$ cat config.mk
export PLATFORM = sky130hd
export DESIGN_NAME = nies_top
export DESIGN_NICKNAME = d
export VERILOG_FILES = /design/src/nies_pkg.sv /design/src/nies_top.sv
export SDC_FILE = /design/constraint.sdc
export NUM_CORES = 1
export LEC_CHECK = 0
export BUFFER_PORTS_ARGS = -buffer_cell sky130_fd_sc_hd__clkbuf_2
export CELL_PAD_IN_SITES_DETAIL_PLACEMENT = 1
export CELL_PAD_IN_SITES_GLOBAL_PLACEMENT = 2
export CORE_UTILIZATION = 28
export DETAILED_ROUTE_END_ITERATION = 8
export HOLD_SLACK_MARGIN = 0.06
export PLACE_DENSITY_LB_ADDON = 0.1
export SLEW_MARGIN = 20
export SYNTH_ARGS = -nofsm -noshare
export SYNTH_HDL_FRONTEND = slang
export SYNTH_SLANG_ARGS = --single-unit
export TNS_END_PERCENT = 50
$ cat constraint.sdc
create_clock -name pclk -period 2.6 [get_ports pclk]
set_clock_uncertainty 0.1 [all_clocks]
set_input_delay 0.13 -clock pclk [delete_from_list [all_inputs] [get_ports pclk]]
set_output_delay 0.13 -clock pclk [all_outputs]
set_load 0.02 [all_outputs]
$ cat src/nies_pkg.sv
`default_nettype none
// ****************************************
// Shared constants
// ****************************************
package nies_pkg;
    // Register byte offsets
    localparam logic [7:0] OFF_CTRL = 8'h00;
    localparam logic [7:0] OFF_ID_LO = 8'h04;
    localparam logic [7:0] OFF_ID_HI = 8'h08;
    localparam logic [7:0] OFF_CB_STATUS = 8'h0c;
    localparam logic [7:0] OFF_IRQ_STATUS = 8'h10;
    localparam logic [7:0] OFF_IRQ_MASK = 8'h14;
    localparam logic [7:0] OFF_POSITION = 8'h18;
    // Control fields and reset value (x8, two planes of 1Gb)
    localparam int CTRL_WORD_ORG = 0;
    localparam int CTRL_PLANES_LSB = 2;
    localparam int CTRL_PSIZE_LSB = 4;
    localparam logic [6:0] CTRL_RESET = 7'h44;
    // Bus commands
    localparam logic [7:0] CMD_READ = 8'h00;
    localparam logic [7:0] CMD_READ_GO = 8'h30;
    localparam logic [7:0] CMD_LOAD = 8'h80;
    localparam logic [7:0] CMD_CB_LOAD = 8'h85;
    localparam logic [7:0] CMD_PROG_GO = 8'h10;
    localparam logic [7:0] CMD_STATUS = 8'h70;
    localparam logic [7:0] CMD_CB_STATUS = 8'h7b;
    localparam logic [7:0] CMD_READ_ID = 8'h90;
    // Identification bytes three and four
    localparam logic [7:0] ID_BYTE3 = 8'h10;
    localparam logic [7:0] ID_BYTE4_X8 = 8'h95;
    localparam logic [7:0] ID_BYTE4_X16 = 8'hd5;
    localparam logic [2:0] ID_LAST = 3'h4;
    // Page geometry per organisation
    localparam logic [11:0] MAIN_X8 = 12'h800;
    localparam logic [11:0] PAGE_X8 = 12'h840;
    localparam logic [11:0] MAIN_X16 = 12'h400;
    localparam logic [11:0] PAGE_X16 = 12'h420;
    // Bus mode, Gray coded along the usual path
    typedef enum logic [2:0] {
        M_IDLE = 3'b000,
        M_LOAD = 3'b001,
        M_OUT = 3'b011,
        M_ID = 3'b010,
        M_STAT = 3'b110,
        M_CBSTAT = 3'b111
    } nies_mode_t;
endpackage
`default_nettype wire

$ cat src/nies_top.sv
// The APB interface to the registers and the register offsets were decided locally.
`default_nettype none
// Functional notes
// - Fifth ID byte: planes in 3:2, plane size in 6:4, bits 7,1,0 zero.
// - x8 page is four 528-byte sectors: 512 main plus 16 spare.
// - x16 page is four 264-word sectors: 256 main plus 8 spare.
// - Copy-back status: bit0 fail, bit1 check error, bits 3,4 don't care.
// - Copy-back status bit2 says the check outcome is valid.
// - Copy-back status bits 5 and 6 are zero busy, one ready.
// - Copy-back status bit7 is zero while write protected.
// - Chip enable is ignored during data loading and sequential read-out.
// - Read-out stops at page end; no advance into the next page.
// - Full x8 page load is 2112 data cycles; more are ignored.
// - Read ID returns five bytes: maker, device, third, fourth, fifth.
module nies_top #(
    parameter logic [7:0] MAKER_CODE = 8'h5a,  // Arbitrary value
    parameter logic [7:0] DEVICE_CODE = 8'h3c  // Arbitrary value
) (
    // Clock and reset
    input wire logic pclk,
    input wire logic presetn,
    // APB slave
    input wire logic psel,
    input wire logic penable,
    input wire logic pwrite,
    input wire logic [7:0] paddr,
    input wire logic [31:0] pwdata,
    output logic [31:0] prdata,
    output logic pready,
    output logic pslverr,
    output logic irq,
    // Flash bus pins
    input wire logic ce_n,
    input wire logic cle,
    input wire logic ale,
    input wire logic we_n,
    input wire logic read_strobe_n,
    input wire logic wp_n,
    input wire logic [15:0] io_in,
    output logic [15:0] io_out,
    output logic io_oe,
    // Array side
    output logic [11:0] col,
    output logic [1:0] sector,
    output logic sector_spare,
    output logic load_valid,
    output logic [15:0] load_data,
    output logic prog_start,
    output logic prog_copyback,
    output logic read_start,
    input wire logic [15:0] rd_data,
    input wire logic array_busy,
    input wire logic array_fail,
    input wire logic check_error,
    input wire logic check_valid
);
    // ****************************************
    // Control register and derived values
    // ****************************************
    logic [6:0] ctrl;
    logic word_org;
    logic [7:0] id_fifth;
    logic [7:0] cb_status;
    logic [11:0] page_len;
    logic [11:0] main_len;
    logic cb_done;
    assign word_org = ctrl[nies_pkg::CTRL_WORD_ORG];
    assign page_len = word_org ? nies_pkg::PAGE_X16 : nies_pkg::PAGE_X8;
    assign main_len = word_org ? nies_pkg::MAIN_X16 : nies_pkg::MAIN_X8;
    // Reserved bits forced to zero around the two fields
    assign id_fifth = {1'b0, ctrl[nies_pkg::CTRL_PSIZE_LSB +: 3],
                       ctrl[nies_pkg::CTRL_PLANES_LSB +: 2], 2'b00};
    // Don't-care bits 3 and 4 read as zero
    assign cb_status = {wp_n,
                        ~array_busy, ~array_busy,
                        2'b00,
                        check_valid & cb_done & ~array_busy,
                        check_error, array_fail};
    // ****************************************
    // Bus strobe edges
    // ****************************************
    logic we_n_q;
    logic rs_n_q;
    logic we_rise;
    logic rs_fall;
    // Pins are synchronous; one stage of history gives the edges
    always_ff @(posedge pclk or negedge presetn)
    begin
        if (!presetn)
        begin
            we_n_q <= 1'b1;
            rs_n_q <= 1'b1;
        end
        else
        begin
            we_n_q <= we_n;
            rs_n_q <= read_strobe_n;
        end
    end
    assign we_rise = we_n & ~we_n_q;
    assign rs_fall = ~read_strobe_n & rs_n_q;
    // ****************************************
    // Command, address and mode
    // ****************************************
    nies_pkg::nies_mode_t mode;
    logic [2:0] id_idx;
    logic [1:0] addr_cnt;
    logic cmd_we;
    logic addr_we;
    logic data_we;
    logic [11:0] next_col;
    // Command and address need chip enable; data cycles do not
    assign cmd_we = we_rise & cle & ~ale & ~ce_n;
    assign addr_we = we_rise & ale & ~cle & ~ce_n;
    assign data_we = we_rise & ~cle & ~ale & (mode == nies_pkg::M_LOAD);
    always_ff @(posedge pclk or negedge presetn)
    begin
        if (!presetn)
        begin
            mode <= nies_pkg::M_IDLE;
            prog_copyback <= 1'b0;
            cb_done <= 1'b0;
        end
        else if (cmd_we)
        begin
            unique case (io_in[7:0])
                nies_pkg::CMD_LOAD:
                begin
                    mode <= nies_pkg::M_LOAD;
                    prog_copyback <= 1'b0;
                end
                nies_pkg::CMD_CB_LOAD:
                begin
                    mode <= nies_pkg::M_LOAD;
                    prog_copyback <= 1'b1;
                    cb_done <= 1'b0;
                end
                nies_pkg::CMD_PROG_GO:
                begin
                    mode <= nies_pkg::M_IDLE;
                    cb_done <= prog_copyback;
                end
                nies_pkg::CMD_READ_GO: mode <= nies_pkg::M_OUT;
                nies_pkg::CMD_READ_ID: mode <= nies_pkg::M_ID;
                nies_pkg::CMD_STATUS: mode <= nies_pkg::M_STAT;
                nies_pkg::CMD_CB_STATUS: mode <= nies_pkg::M_CBSTAT;
                default: mode <= nies_pkg::M_IDLE;
            endcase
        end
    end
    // Two column cycles set the column; row cycles are left to the array
    always_ff @(posedge pclk or negedge presetn)
    begin
        if (!presetn)
        begin
            addr_cnt <= 2'b00;
            col <= 12'h000;
        end
        else if (cmd_we)
            addr_cnt <= 2'b00;
        else if (addr_we)
        begin
            if (addr_cnt == 2'b00)
                col <= {col[11:8], io_in[7:0]};
            else if (addr_cnt == 2'b01)
                col <= {io_in[3:0], col[7:0]};
            if (addr_cnt != 2'b11)
                addr_cnt <= addr_cnt + 2'b01;
        end
        else
            col <= next_col;
    end
    // Column stops at the page end instead of rolling into the next page
    always_comb
    begin
        next_col = col;
        if ((data_we || (rs_fall && mode == nies_pkg::M_OUT)) && col < page_len)
            next_col = col + 12'h001;
    end

    // ****************************************
    // Sector mapping
    // ****************************************
    logic [11:0] spare_off;
    // Main slices are 512 bytes or 256 words, spares 16 bytes or 8 words
    always_comb
    begin
        spare_off = col - main_len;
        sector_spare = col >= main_len;
        if (word_org)
            sector = sector_spare ? spare_off[4:3] : col[9:8];
        else
            sector = sector_spare ? spare_off[5:4] : col[10:9];
    end

    // ****************************************
    // Data path to the array
    // ****************************************
    // Cycles beyond the full page length are dropped
    always_ff @(posedge pclk or negedge presetn)
    begin
        if (!presetn)
        begin
            load_valid <= 1'b0;
            load_data <= 16'h0000;
        end
        else
        begin
            load_valid <= data_we && col < page_len;
            if (data_we)
                load_data <= word_org ? io_in : {8'h00, io_in[7:0]};
        end
    end
    // Start pulses for the array
    always_ff @(posedge pclk or negedge presetn)
    begin
        if (!presetn)
        begin
            prog_start <= 1'b0;
            read_start <= 1'b0;
        end
        else
        begin
            prog_start <= cmd_we && io_in[7:0] == nies_pkg::CMD_PROG_GO;
            read_start <= cmd_we && io_in[7:0] == nies_pkg::CMD_READ_GO;
        end
    end

    // ****************************************
    // Read-out
    // ****************************************
    logic out_mode;
    assign out_mode = mode != nies_pkg::M_IDLE && mode != nies_pkg::M_LOAD;
    // Output is driven by the strobe alone, so chip enable may idle high
    always_ff @(posedge pclk or negedge presetn)
    begin
        if (!presetn)
        begin
            io_out <= 16'h0000;
            io_oe <= 1'b0;
            id_idx <= 3'h0;
        end
        else
        begin
            io_oe <= out_mode & ~read_strobe_n;
            if (cmd_we)
                id_idx <= 3'h0;
            else if (rs_fall)
            begin
                unique case (mode)
                    nies_pkg::M_ID:
                    begin
                        unique case (id_idx)
                            3'h0: io_out <= {8'h00, MAKER_CODE};
                            3'h1: io_out <= {8'h00, DEVICE_CODE};
                            3'h2: io_out <= {8'h00, nies_pkg::ID_BYTE3};
                            3'h3: io_out <= {8'h00, word_org ? nies_pkg::ID_BYTE4_X16
                                                             : nies_pkg::ID_BYTE4_X8};
                            default: io_out <= {8'h00, id_fifth};
                        endcase
                        if (id_idx != nies_pkg::ID_LAST)
                            id_idx <= id_idx + 3'h1;
                    end
                    nies_pkg::M_STAT:
                        io_out <= {8'h00, wp_n, ~array_busy, ~array_busy, 4'h0, array_fail};
                    nies_pkg::M_CBSTAT: io_out <= {8'h00, cb_status};
                    nies_pkg::M_OUT:
                        io_out <= col < page_len ? rd_data : 16'hffff;
                    default: io_out <= io_out;
                endcase
            end
        end
    end

    // ****************************************
    // Interrupts
    // ****************************************
    logic [2:0] irq_status;
    logic [2:0] irq_mask;
    logic [2:0] irq_event;
    logic rd_irq;
    // Program issued, read issued, load past the page end
    assign irq_event = {data_we && col >= page_len, read_start, prog_start};
    assign rd_irq = psel & penable & ~pwrite & paddr == nies_pkg::OFF_IRQ_STATUS;
    // Read clears, but a same-cycle event stays set
    always_ff @(posedge pclk or negedge presetn)
    begin
        if (!presetn)
            irq_status <= 3'h0;
        else
            irq_status <= (rd_irq ? 3'h0 : irq_status) | irq_event;
    end
    assign irq = |(irq_status & irq_mask);
    // ****************************************
    // APB slave
    // ****************************************
    logic wr_en;
    // Zero wait states; unmapped reads give zero, writes to them are dropped
    assign pready = 1'b1;
    assign pslverr = 1'b0;
    assign wr_en = psel & penable & pwrite;
    // Writable control and mask
    always_ff @(posedge pclk or negedge presetn)
    begin
        if (!presetn)
        begin
            ctrl <= nies_pkg::CTRL_RESET;
            irq_mask <= 3'h0;
        end
        else if (wr_en)
        begin
            if (paddr == nies_pkg::OFF_CTRL)
                ctrl <= pwdata[6:0];
            if (paddr == nies_pkg::OFF_IRQ_MASK)
                irq_mask <= pwdata[2:0];
        end
    end
    // Read mux
    always_comb
    begin
        unique case (paddr)
            nies_pkg::OFF_CTRL: prdata = {25'h0, ctrl};
            nies_pkg::OFF_ID_LO: prdata = {word_org ? nies_pkg::ID_BYTE4_X16
                                                    : nies_pkg::ID_BYTE4_X8,
                                           nies_pkg::ID_BYTE3, DEVICE_CODE, MAKER_CODE};
            nies_pkg::OFF_ID_HI: prdata = {24'h0, id_fifth};
            nies_pkg::OFF_CB_STATUS: prdata = {24'h0, cb_status};
            nies_pkg::OFF_IRQ_STATUS: prdata = {29'h0, irq_status};
            nies_pkg::OFF_IRQ_MASK: prdata = {29'h0, irq_mask};
            nies_pkg::OFF_POSITION: prdata = {13'h0, sector_spare, sector, col, 1'b0, mode};
            default: prdata = 32'h0;
        endcase
    end
endmodule // nies_top
`default_nettype wire

* After elaboration in Yosys (flattened, before gate mapping) *
Index checks and enable logic that the tools add are counted.

cells by class
  add/sub/neg operators = 4
  multiply operators = 0
  div/mod/pow operators = 0
  $lt $le $gt $ge = 3
  equal/unequal tests = 28
  shift-type cells = 0
  muxes and demuxes = 26
  bitwise logic cells = 28
  reduce and logical (&&, ||, !) cells = 32

operators by type and width
  operator               number
  $pmux 32 s7            1
  $mux 12                6
  $pmux 16 s4            1
  $eq 8x5->1 const B     4
  $mux 16                2
  $pmux 8 s4             1
  $eq 8x8->1 const B     3
  $ge 12x12->1           2
  $and 1x1->1            18
  $eq 8x4->1 const B     2
  $eq 8x7->1 const B     2
  $reduce_bool 2->1      8
  $mux 3                 5
  $pmux 3 s5             1
  $add 12x1->12 const B  1
  $eq 3x2->1 const B     4
  $lt 12x12->1           1
  $mux 2                 6
  $reduce_and 2->1       5
  $reduce_and 3->1       3
  $eq 8x3->1 const B     1
  $eq 8x6->1 const B     1
  $logic_not 8->1        1
  $not 1->1              8
  23 further kinds       34

storage, ports and cells
  register bits = 73
  latch bits = 0
  RAM bits = 0
  ROM bits = 0
  input port bits = 87
  output and inout port bits = 87
  memories = 0

* Longest topological paths before layout *
Gate-level depths: netlist (run 1).

  depth in word-level cells = 9
  depth in mapped cells = 9

* Least setup slack after synthesis (run 1) *
Ideal clock, no wire load.

  kind = register to register
  start point = reg ctrl[0]
  end point = reg col[2]
  library setup time = 126 ps
  arrival = 2,215 ps
  setup slack = 159 ps
  stages on the path, launching flop included = 10
  clock period less this slack = 2,441 ps
  path through = dfrtp_1 clkbuf_1 inv_1 ha_1 or3_1 o32ai_4 and3_1 buf_6 a21oi_1 a221o_1

between the ends
  cells in the longest elaborated chain, start to end = 5

RTL lines
  what                         line             source
  from (decl)                  nies_top.sv:60   logic [6:0] ctrl;
  from (signal assigned)       nies_top.sv:307  ctrl <= nies_pkg::CTRL_RESET;
  from (signal assigned)       nies_top.sv:313  ctrl <= pwdata[6:0];
  $mux 12                      nies_top.sv:68   assign page_len = word_org ? nies_pkg::PAGE_X16 : nies_pkg::PAGE_X8;
  $lt 12x12->1                 nies_top.sv:177  if ((data_we || (rs_fall && mode == nies_pkg::M_OUT)) && col < page_len)
  $logic_and 1x1->1            nies_top.sv:177
  $reduce_bool 2->1 (no line)  --
  $reduce_and 3->1 (no line)   --
  to (signal assigned)         nies_top.sv:164  col <= {col[11:8], io_in[7:0]};
  to (signal assigned)         nies_top.sv:166  col <= {io_in[3:0], col[7:0]};
  to (signal assigned)         nies_top.sv:171  col <= next_col;
  to (decl)                    nies_top.sv:43   output logic [11:0] col,

No other way between the ends.
A chain may end at the register's enable or synchronous reset.

* Worst setup path after layout (run 1) *
  start point = reg ctrl[0]
  end point = out sector[1]

between the ends
  cells in the longest elaborated chain, start to end = 4
  elaborated cells between the ends (all ways) = 5
  classes of those cells = 1 x order compare; 4 x mux

RTL lines
  what                              line                              source
  $mux 12                           nies_top.sv:69                    assign main_len = word_org ? nies_pkg::MAIN_X16 : nies_pkg::MAIN_X8;
  $ge 12x12->1                      nies_top.sv:189                   sector_spare = col >= main_len;
  $mux 2, on equally long branches  nies_top.sv:193, nies_top.sv:191
  $mux 2 (*)                        nies_top.sv:190                   if (word_org)
  to (decl)                         nies_top.sv:44                    output logic [1:0] sector,

Every way passes the cells marked *; elsewhere a longest branch is shown, timed or not.

==> run metrics, run 1 <==
clock root buffer=clkbuf_16; R2R Setup Slk=150 ps; vias per cell=5.02; routed len/inst=18.4 microns; Slew Limit Headroom=58.9%; Post-Syn Area=0.00433 sq mm; Starting Density=28.6%; global-route wire length before repair=25000 microns; Peak Freq=401 MHz; IO Port Bufs=139; Synth Instances=466; Min-Delay Path Class=in -> reg; Final Cell Area=0.00619 sq mm; main combinational cell family by area after synthesis=compound AO/OA/AOI/OAI gates; Final Max Slew Viols=0; detailed-route via count=4351; kind of end point of the critical path=primary output; final net count=775; Worst Path Required=2370 ps; Setup Slack @ Placement=168 ps; Clock Path Buffers=2; outcome=complete, no violations; power density over the cells=655 mW/mm^2; final worst setup slack=108 ps; CTS tree=done; post-synthesis xor/xnor area fraction=0.607%; clk slew on worst S/H paths=60 ps; dpl hpwl=12100 microns; boundary pin count=174; Int Pwr=2.61 mW; full die area=0.0159 sq mm; number of remaining DRC errors=0; GP Congestion=0.755; GR Util All Layers=20.6%; Die Ht=126 microns; Initial DRC Count=234; commonest cells in the netlist=dfrtp_1, nand2_1, o21ai_0, nor2_1, mux2_2; P_sw=1.45 mW; Avg Synthesized Cell Area=9.28 sq um; Tcrit/Tclk final=95.8%; initial antenna violation count=0; post-synthesis simple-gate area fraction=19.9%; Filler Cell Count=1787; Max IR drop VDD=0.000306 V; clock share of power=33.9%; asr flop ratio synth=100%; Gate power share=32.4%; Synth Area in Adders=4.34%; number of enable flip-flop cells after synthesis=0; Seq/Total Area, Yosys=42.3%; Critical Path Source Type=flip-flop; Die X=126 microns; layout cell share with drive strength beyond 1=34.2%; Max Cap Viol=0; P_leak=3.08 nW; grt ovf=0; post-layout util=40.9%; worst hold margin=90.2 ps; crit path time final=2490 ps; ranking of synthesized cells by area=dfrtp_1, mux2_2, nand2_1, o21ai_0, ha_1; post-synthesis register bit count=73; WL final=15900 microns; compound-cell area share of the yosys netlist=20.9%; synth warn=0; Clock Sinks=73; # setup viols final=0; Antenna Cells=0; row count=45; most common cell in the synthesized netlist=dfrtp_1; Yosys cell types=69; Sw Share=35.7%; vias in the first global route=4506; leading area contributor after synthesis=dfrtp_1; area grow syn2layout=43.1%; antenna-violating nets left=0; H-tree level count=3; worst skew pair latency=350 ps; dominant synthesized flop cell=dfrtp_1; CTS Buf Count=9; setup TNS=0 ps; First-pass DRT Iterations=4; RSZ-0062 raised after global routing=yes; measured slew at the worst slew-check pin=617 ps; Sequential Power Share=33.7%; Crit Path Category=reg -> out; Placed Area=0.00534 sq mm; multiplexer area fraction after synthesis=5.90%; CP Max Fanout=4; largest net degree at the start of global routing=44; Synth top area share=39.9%; Critical Path AT=2260 ps; Core Area=0.0151 sq mm; final number of hold-violating endpoints=0
[cells by family (layout without fill, tap and decap cells)]
group	after synthesis	count (layout)
multiplexers	23	23
XOR/XNOR	3	3
adder cells (fa/ha/maj)	15	15
AND/OR/NAND/NOR	167	167
flip-flops	73	73
AO/OA/AOI/OAI	132	132
other	2	9
buffers and inverters	51	256
[area by class of cell]
| class | count | area, sq um | area share [%] |
|---|---|---|---|
| multi-input cells | 349 | 2300 | 37.1 |
| flip-flops and latches | 73 | 1830 | 29.6 |
| repair buffers | 221 | 1430 | 23.1 |
| well taps | 188 | 235 | 3.80 |
| clock buffers | 9 | 225 | 3.64 |
| clock inverters | 7 | 95.1 | 1.54 |
| inverters | 19 | 71.3 | 1.15 |
[final timing paths]
path | from | depth (start not counted) | endpoint
setup reg to reg | ctrl[0] | 9 | col[11]
min in group asynchronous | presetn | 2 | irq_mask[0]
hold / removal | rd_data[3] | 4 | io_out[3]
hold reg to reg | io_out[12] | 2 | io_out[12]
setup / recovery | ctrl[0] | 8 | sector[1]
max in group asynchronous | presetn | 3 | ctrl[2]
[per-stage QoR]
step | power (mW) | std cells
2_1_floorplan | 2.02 | 473
3_3_place_gp | 2.58 | 799
3_5_place_dp | 2.61 | 799
4_1_cts | 4.09 | 861
5_1_grt | 4.27 | 866
6_report | 4.06 | 866
[worst max-delay path: stages (launching register included)]
cell and delay [ps]:
dfrtp_1 410, buf_6 140, ha_1 280, nand4bb_1 110, nor3_2 170, a41oi_2 210, a221oi_2 350, a21oi_1 80
buf_2 170
[state kept, by name, indices dropped and copies added (netlist names), 2 cells and up]
name        flops
ctrl            7
irq_mask        3
col            12
addr_cnt        2
load_data      16
id_idx          3
io_out         16
mode            3
irq_status      3
[placed cells by master (no fill, tap or decap), types with 3 or more instances in the layout]
cell / instances
clkbuf_2: 136
dfrtp_1: 69
nand2_1: 57
dlygate4sd3_1: 45
o21ai_0: 39
buf_4: 38
nor2_1: 33
mux2_2: 20
inv_1: 19
a21oi_1: 17
ha_1: 15
and3_1: 11
a31oi_1: 11
conb_1: 9
clkbuf_16: 9
nor3_1: 8
and2_1: 7
a21o_1: 7
nand3_1: 7
nor2b_1: 7
nand4_1: 7
a22oi_1: 6
nand2b_1: 5
a221oi_1: 5
o21bai_1: 5
o22ai_1: 4
a21boi_0: 4
a311oi_1: 4
dfstp_2: 4
mux2i_1: 3
a222oi_1: 3
a221o_1: 3
o21a_1: 3
[power groups by stage]
stage | Sequential (mW) | Clock [mW] | Combinational (mW)
floorplan | 1.49 | 0 | 0.531
global placement | 1.38 | 0 | 1.20
detailed placement | 1.39 | 0 | 1.22
CTS | 1.37 | 1.41 | 1.31
global route | 1.38 | 1.45 | 1.43
finish | 1.37 | 1.37 | 1.31
[what timing repair did]
action,4_1_cts,5_1_grt
endpoints found under the hold margin,85,0
gates resized for setup,3,7
hold buffers,45,0
pin swaps,1,4
setup buffers,1,5
endpoints found under the setup margin,4,5
[layer usage]
| layer | GRT usage [%] | vias up | share of wire, % |
|---|---|---|---|
| li1 | - | 2094 | - |
| met1 | 27.0 | 2133 | 47 |
| met2 | 34.4 | 111 | 48 |
| met3 | 4.13 | 13 | 4.1 |
| met4 | 5.88 | 0 | 1.3 |
| met5 | 0 | - | 0 |
(Power assumes the default switching activity.)
==> inputs of run 2 (changes only) <==
- BUFFER_PORTS_ARGS: -buffer_cell sky130_fd_sc_hd__clkbuf_2 -> unset
- CORE_UTILIZATION: 28 -> 38
- CTS_BUF_LIST: unset -> sky130_fd_sc_hd__clkbuf_8
- DONT_BUFFER_PORTS: unset -> 1
==> run 2 against run 1 <==
Effect of this change: register-to-register slack hardly changed; worst setup slack worse by 54 ps; final cell count is 19% lower; maximum frequency is 2.1% lower; first-iteration DRC count is 37% lower; total power is 9.0% lower; final area is 9.9% lower; critical path type unchanged; hold slack worse by 14 ps; clock-buffer cell count is 1 higher; die area is 26% lower.
==> run metrics, run 2 (synthesis results as in run 1) <==
Starting Density=39.4%; detailed-route via count=4031; Antenna Cells=0; Placed Area=0.00465 sq mm; outcome=complete, no violations; Final Max Slew Viols=0; Slew Limit Headroom=58.4%; measured slew at the worst slew-check pin=622 ps; kind of end point of the critical path=primary output; Crit Path Category=reg -> out; H-tree level count=3; routed len/inst=21.1 microns; antenna-violating nets left=0; clk slew on worst S/H paths=80 ps; P_leak=2.56 nW; WL final=14800 microns; crit path time final=2550 ps; placed cells=622; Max Cap Viol=0; setup TNS=0 ps; vias in the first global route=4183; GR met2 Demand/Resource=44.8%; GR Util All Layers=26.1%; commonest non-fill, non-tap cells in the layout=dfrtp_1, nand2_1, dlygate4sd3_1, buf_4, o21ai_0; most common cell after layout, fill and taps aside=dfrtp_1; boundary pin count=174; row count=38; reg-to-reg startpoint=ctrl[0]; Tcrit/Tclk final=97.9%; power density over the cells=662 mW/mm^2; Worst Setup SP=ctrl[0]; busiest grt layer=met2; Clock Path Buffers=2; global-route wire length before repair=22900 microns; area grow syn2layout=29.0%; final net count=659; CTS tree=done; Initial DRC Count=147; Critical Path Source Type=flip-flop; worst skew pair latency=370 ps; CP Max Fanout=4; full die area=0.0118 sq mm; Min-Delay Path Class=in -> reg; initial antenna violation count=0; vias per cell=5.74; largest net degree at the start of global routing=74; dpl hpwl=10500 microns; number of remaining DRC errors=0; final std cells w/o fill=702; Critical Path AT=2320 ps; RSZ-0062 raised after global routing=yes; layout cell share with drive strength beyond 1=19.0%; Worst Path Required=2370 ps; met3 Usage GRT=5.44%; post-layout util=50.8%; final number of hold-violating endpoints=0; worst hold margin=76.0 ps; clock root buffer=clkbuf_8; # setup viols final=0; Max IR drop VDD=0.000360 V; Die Ht=109 microns; GP Congestion=0.869; grt ovf=0; GR met1 Demand/Resource=32.2%; First-pass DRT Iterations=5; Peak Freq=393 MHz; Core Area=0.0110 sq mm; Clock Sinks=73; hold wc startpoint=io_in[0]; IO Port Bufs=0; Final Cell Area=0.00558 sq mm; registers with the most flip-flops=io_out x16, load_data x16, col x12; CTS Buf Count=9; Die X=109 microns
-- run 2: changes by cell type in the layout (fill, tap and decap cells not counted), moves of 2 or more --
cell	before	now
clkinv_4	2	0
dlygate4sd3_1	45	55
clkbuf_16	9	0
clkbuf_8	0	10
buf_4	38	48
clkbuf_2	136	0
-- run 2: through the flow --
| step | power (mW) | setup slack (ps) |
|---|---|---|
| finish | 3.69 | 54.1 |
| global route | 3.89 | -64.6 |
| CTS | 3.72 | 30.3 |
| detailed placement | 2.45 | 99.3 |
| global placement | 2.42 | 177 |
| floorplan | 2.02 | 159 |
-- run 2: final timing paths --
kind,end,slack [ps],cells after the start
worst max-delay path,sector[1],50,8
worst min-delay path,mode[2],80,3
worst max register to register,col[3],150,9
worst min register to register,irq_status[0],430,1
max in group asynchronous,ctrl[2],1860,2
min in group asynchronous,io_out[7],190,2
-- run 2: final cells by class --
type                            instances  area [sq um]
Inverter                               19          71.3
Clock buffer                           10           138
Clock inverter                          6           105
Tap cell                              140           175
Timing Repair Buffer                  105           950
Multi-Input combinational cell        349          2310
Fill cell                            1269          5400
Sequential cell                        73          1830
-- run 2: what timing repair did --
item                                   in CTS  in global routing
setup endpoints to repair                   4                  6
hold buffers                               56                  0
gates resized for setup                     5                  4
pin swaps                                   4                  5
endpoints found under the hold margin     141                  0
buffers inserted                            4                  4
-- run 2: worst max-delay path, cell delays in order (launching register included) --
cell and delay [ps]:
dfrtp_2 440, buf_6 130, ha_4 260, nand4bb_1 110, nor3_2 220, a41oi_2 210, a221oi_2 310, a21oi_1 80
buf_4 170
-- run 2: power breakdown --
group | switching (mW) | leakage, nW | internal [mW] | total [mW]
combinational | 0.742 | 1.46 | 0.479 | 1.22
sequential | 0.115 | 0.974 | 1.25 | 1.36
clock | 0.452 | 0.126 | 0.658 | 1.11
total | 1.31 | 2.56 | 2.38 | 3.69
-- run 2: per-layer routing --
metal	vias up	wire (microns)
met5	-	0
met4	0	306
met3	29	844
met2	136	7340
met1	2009	6340
li1	1857	-
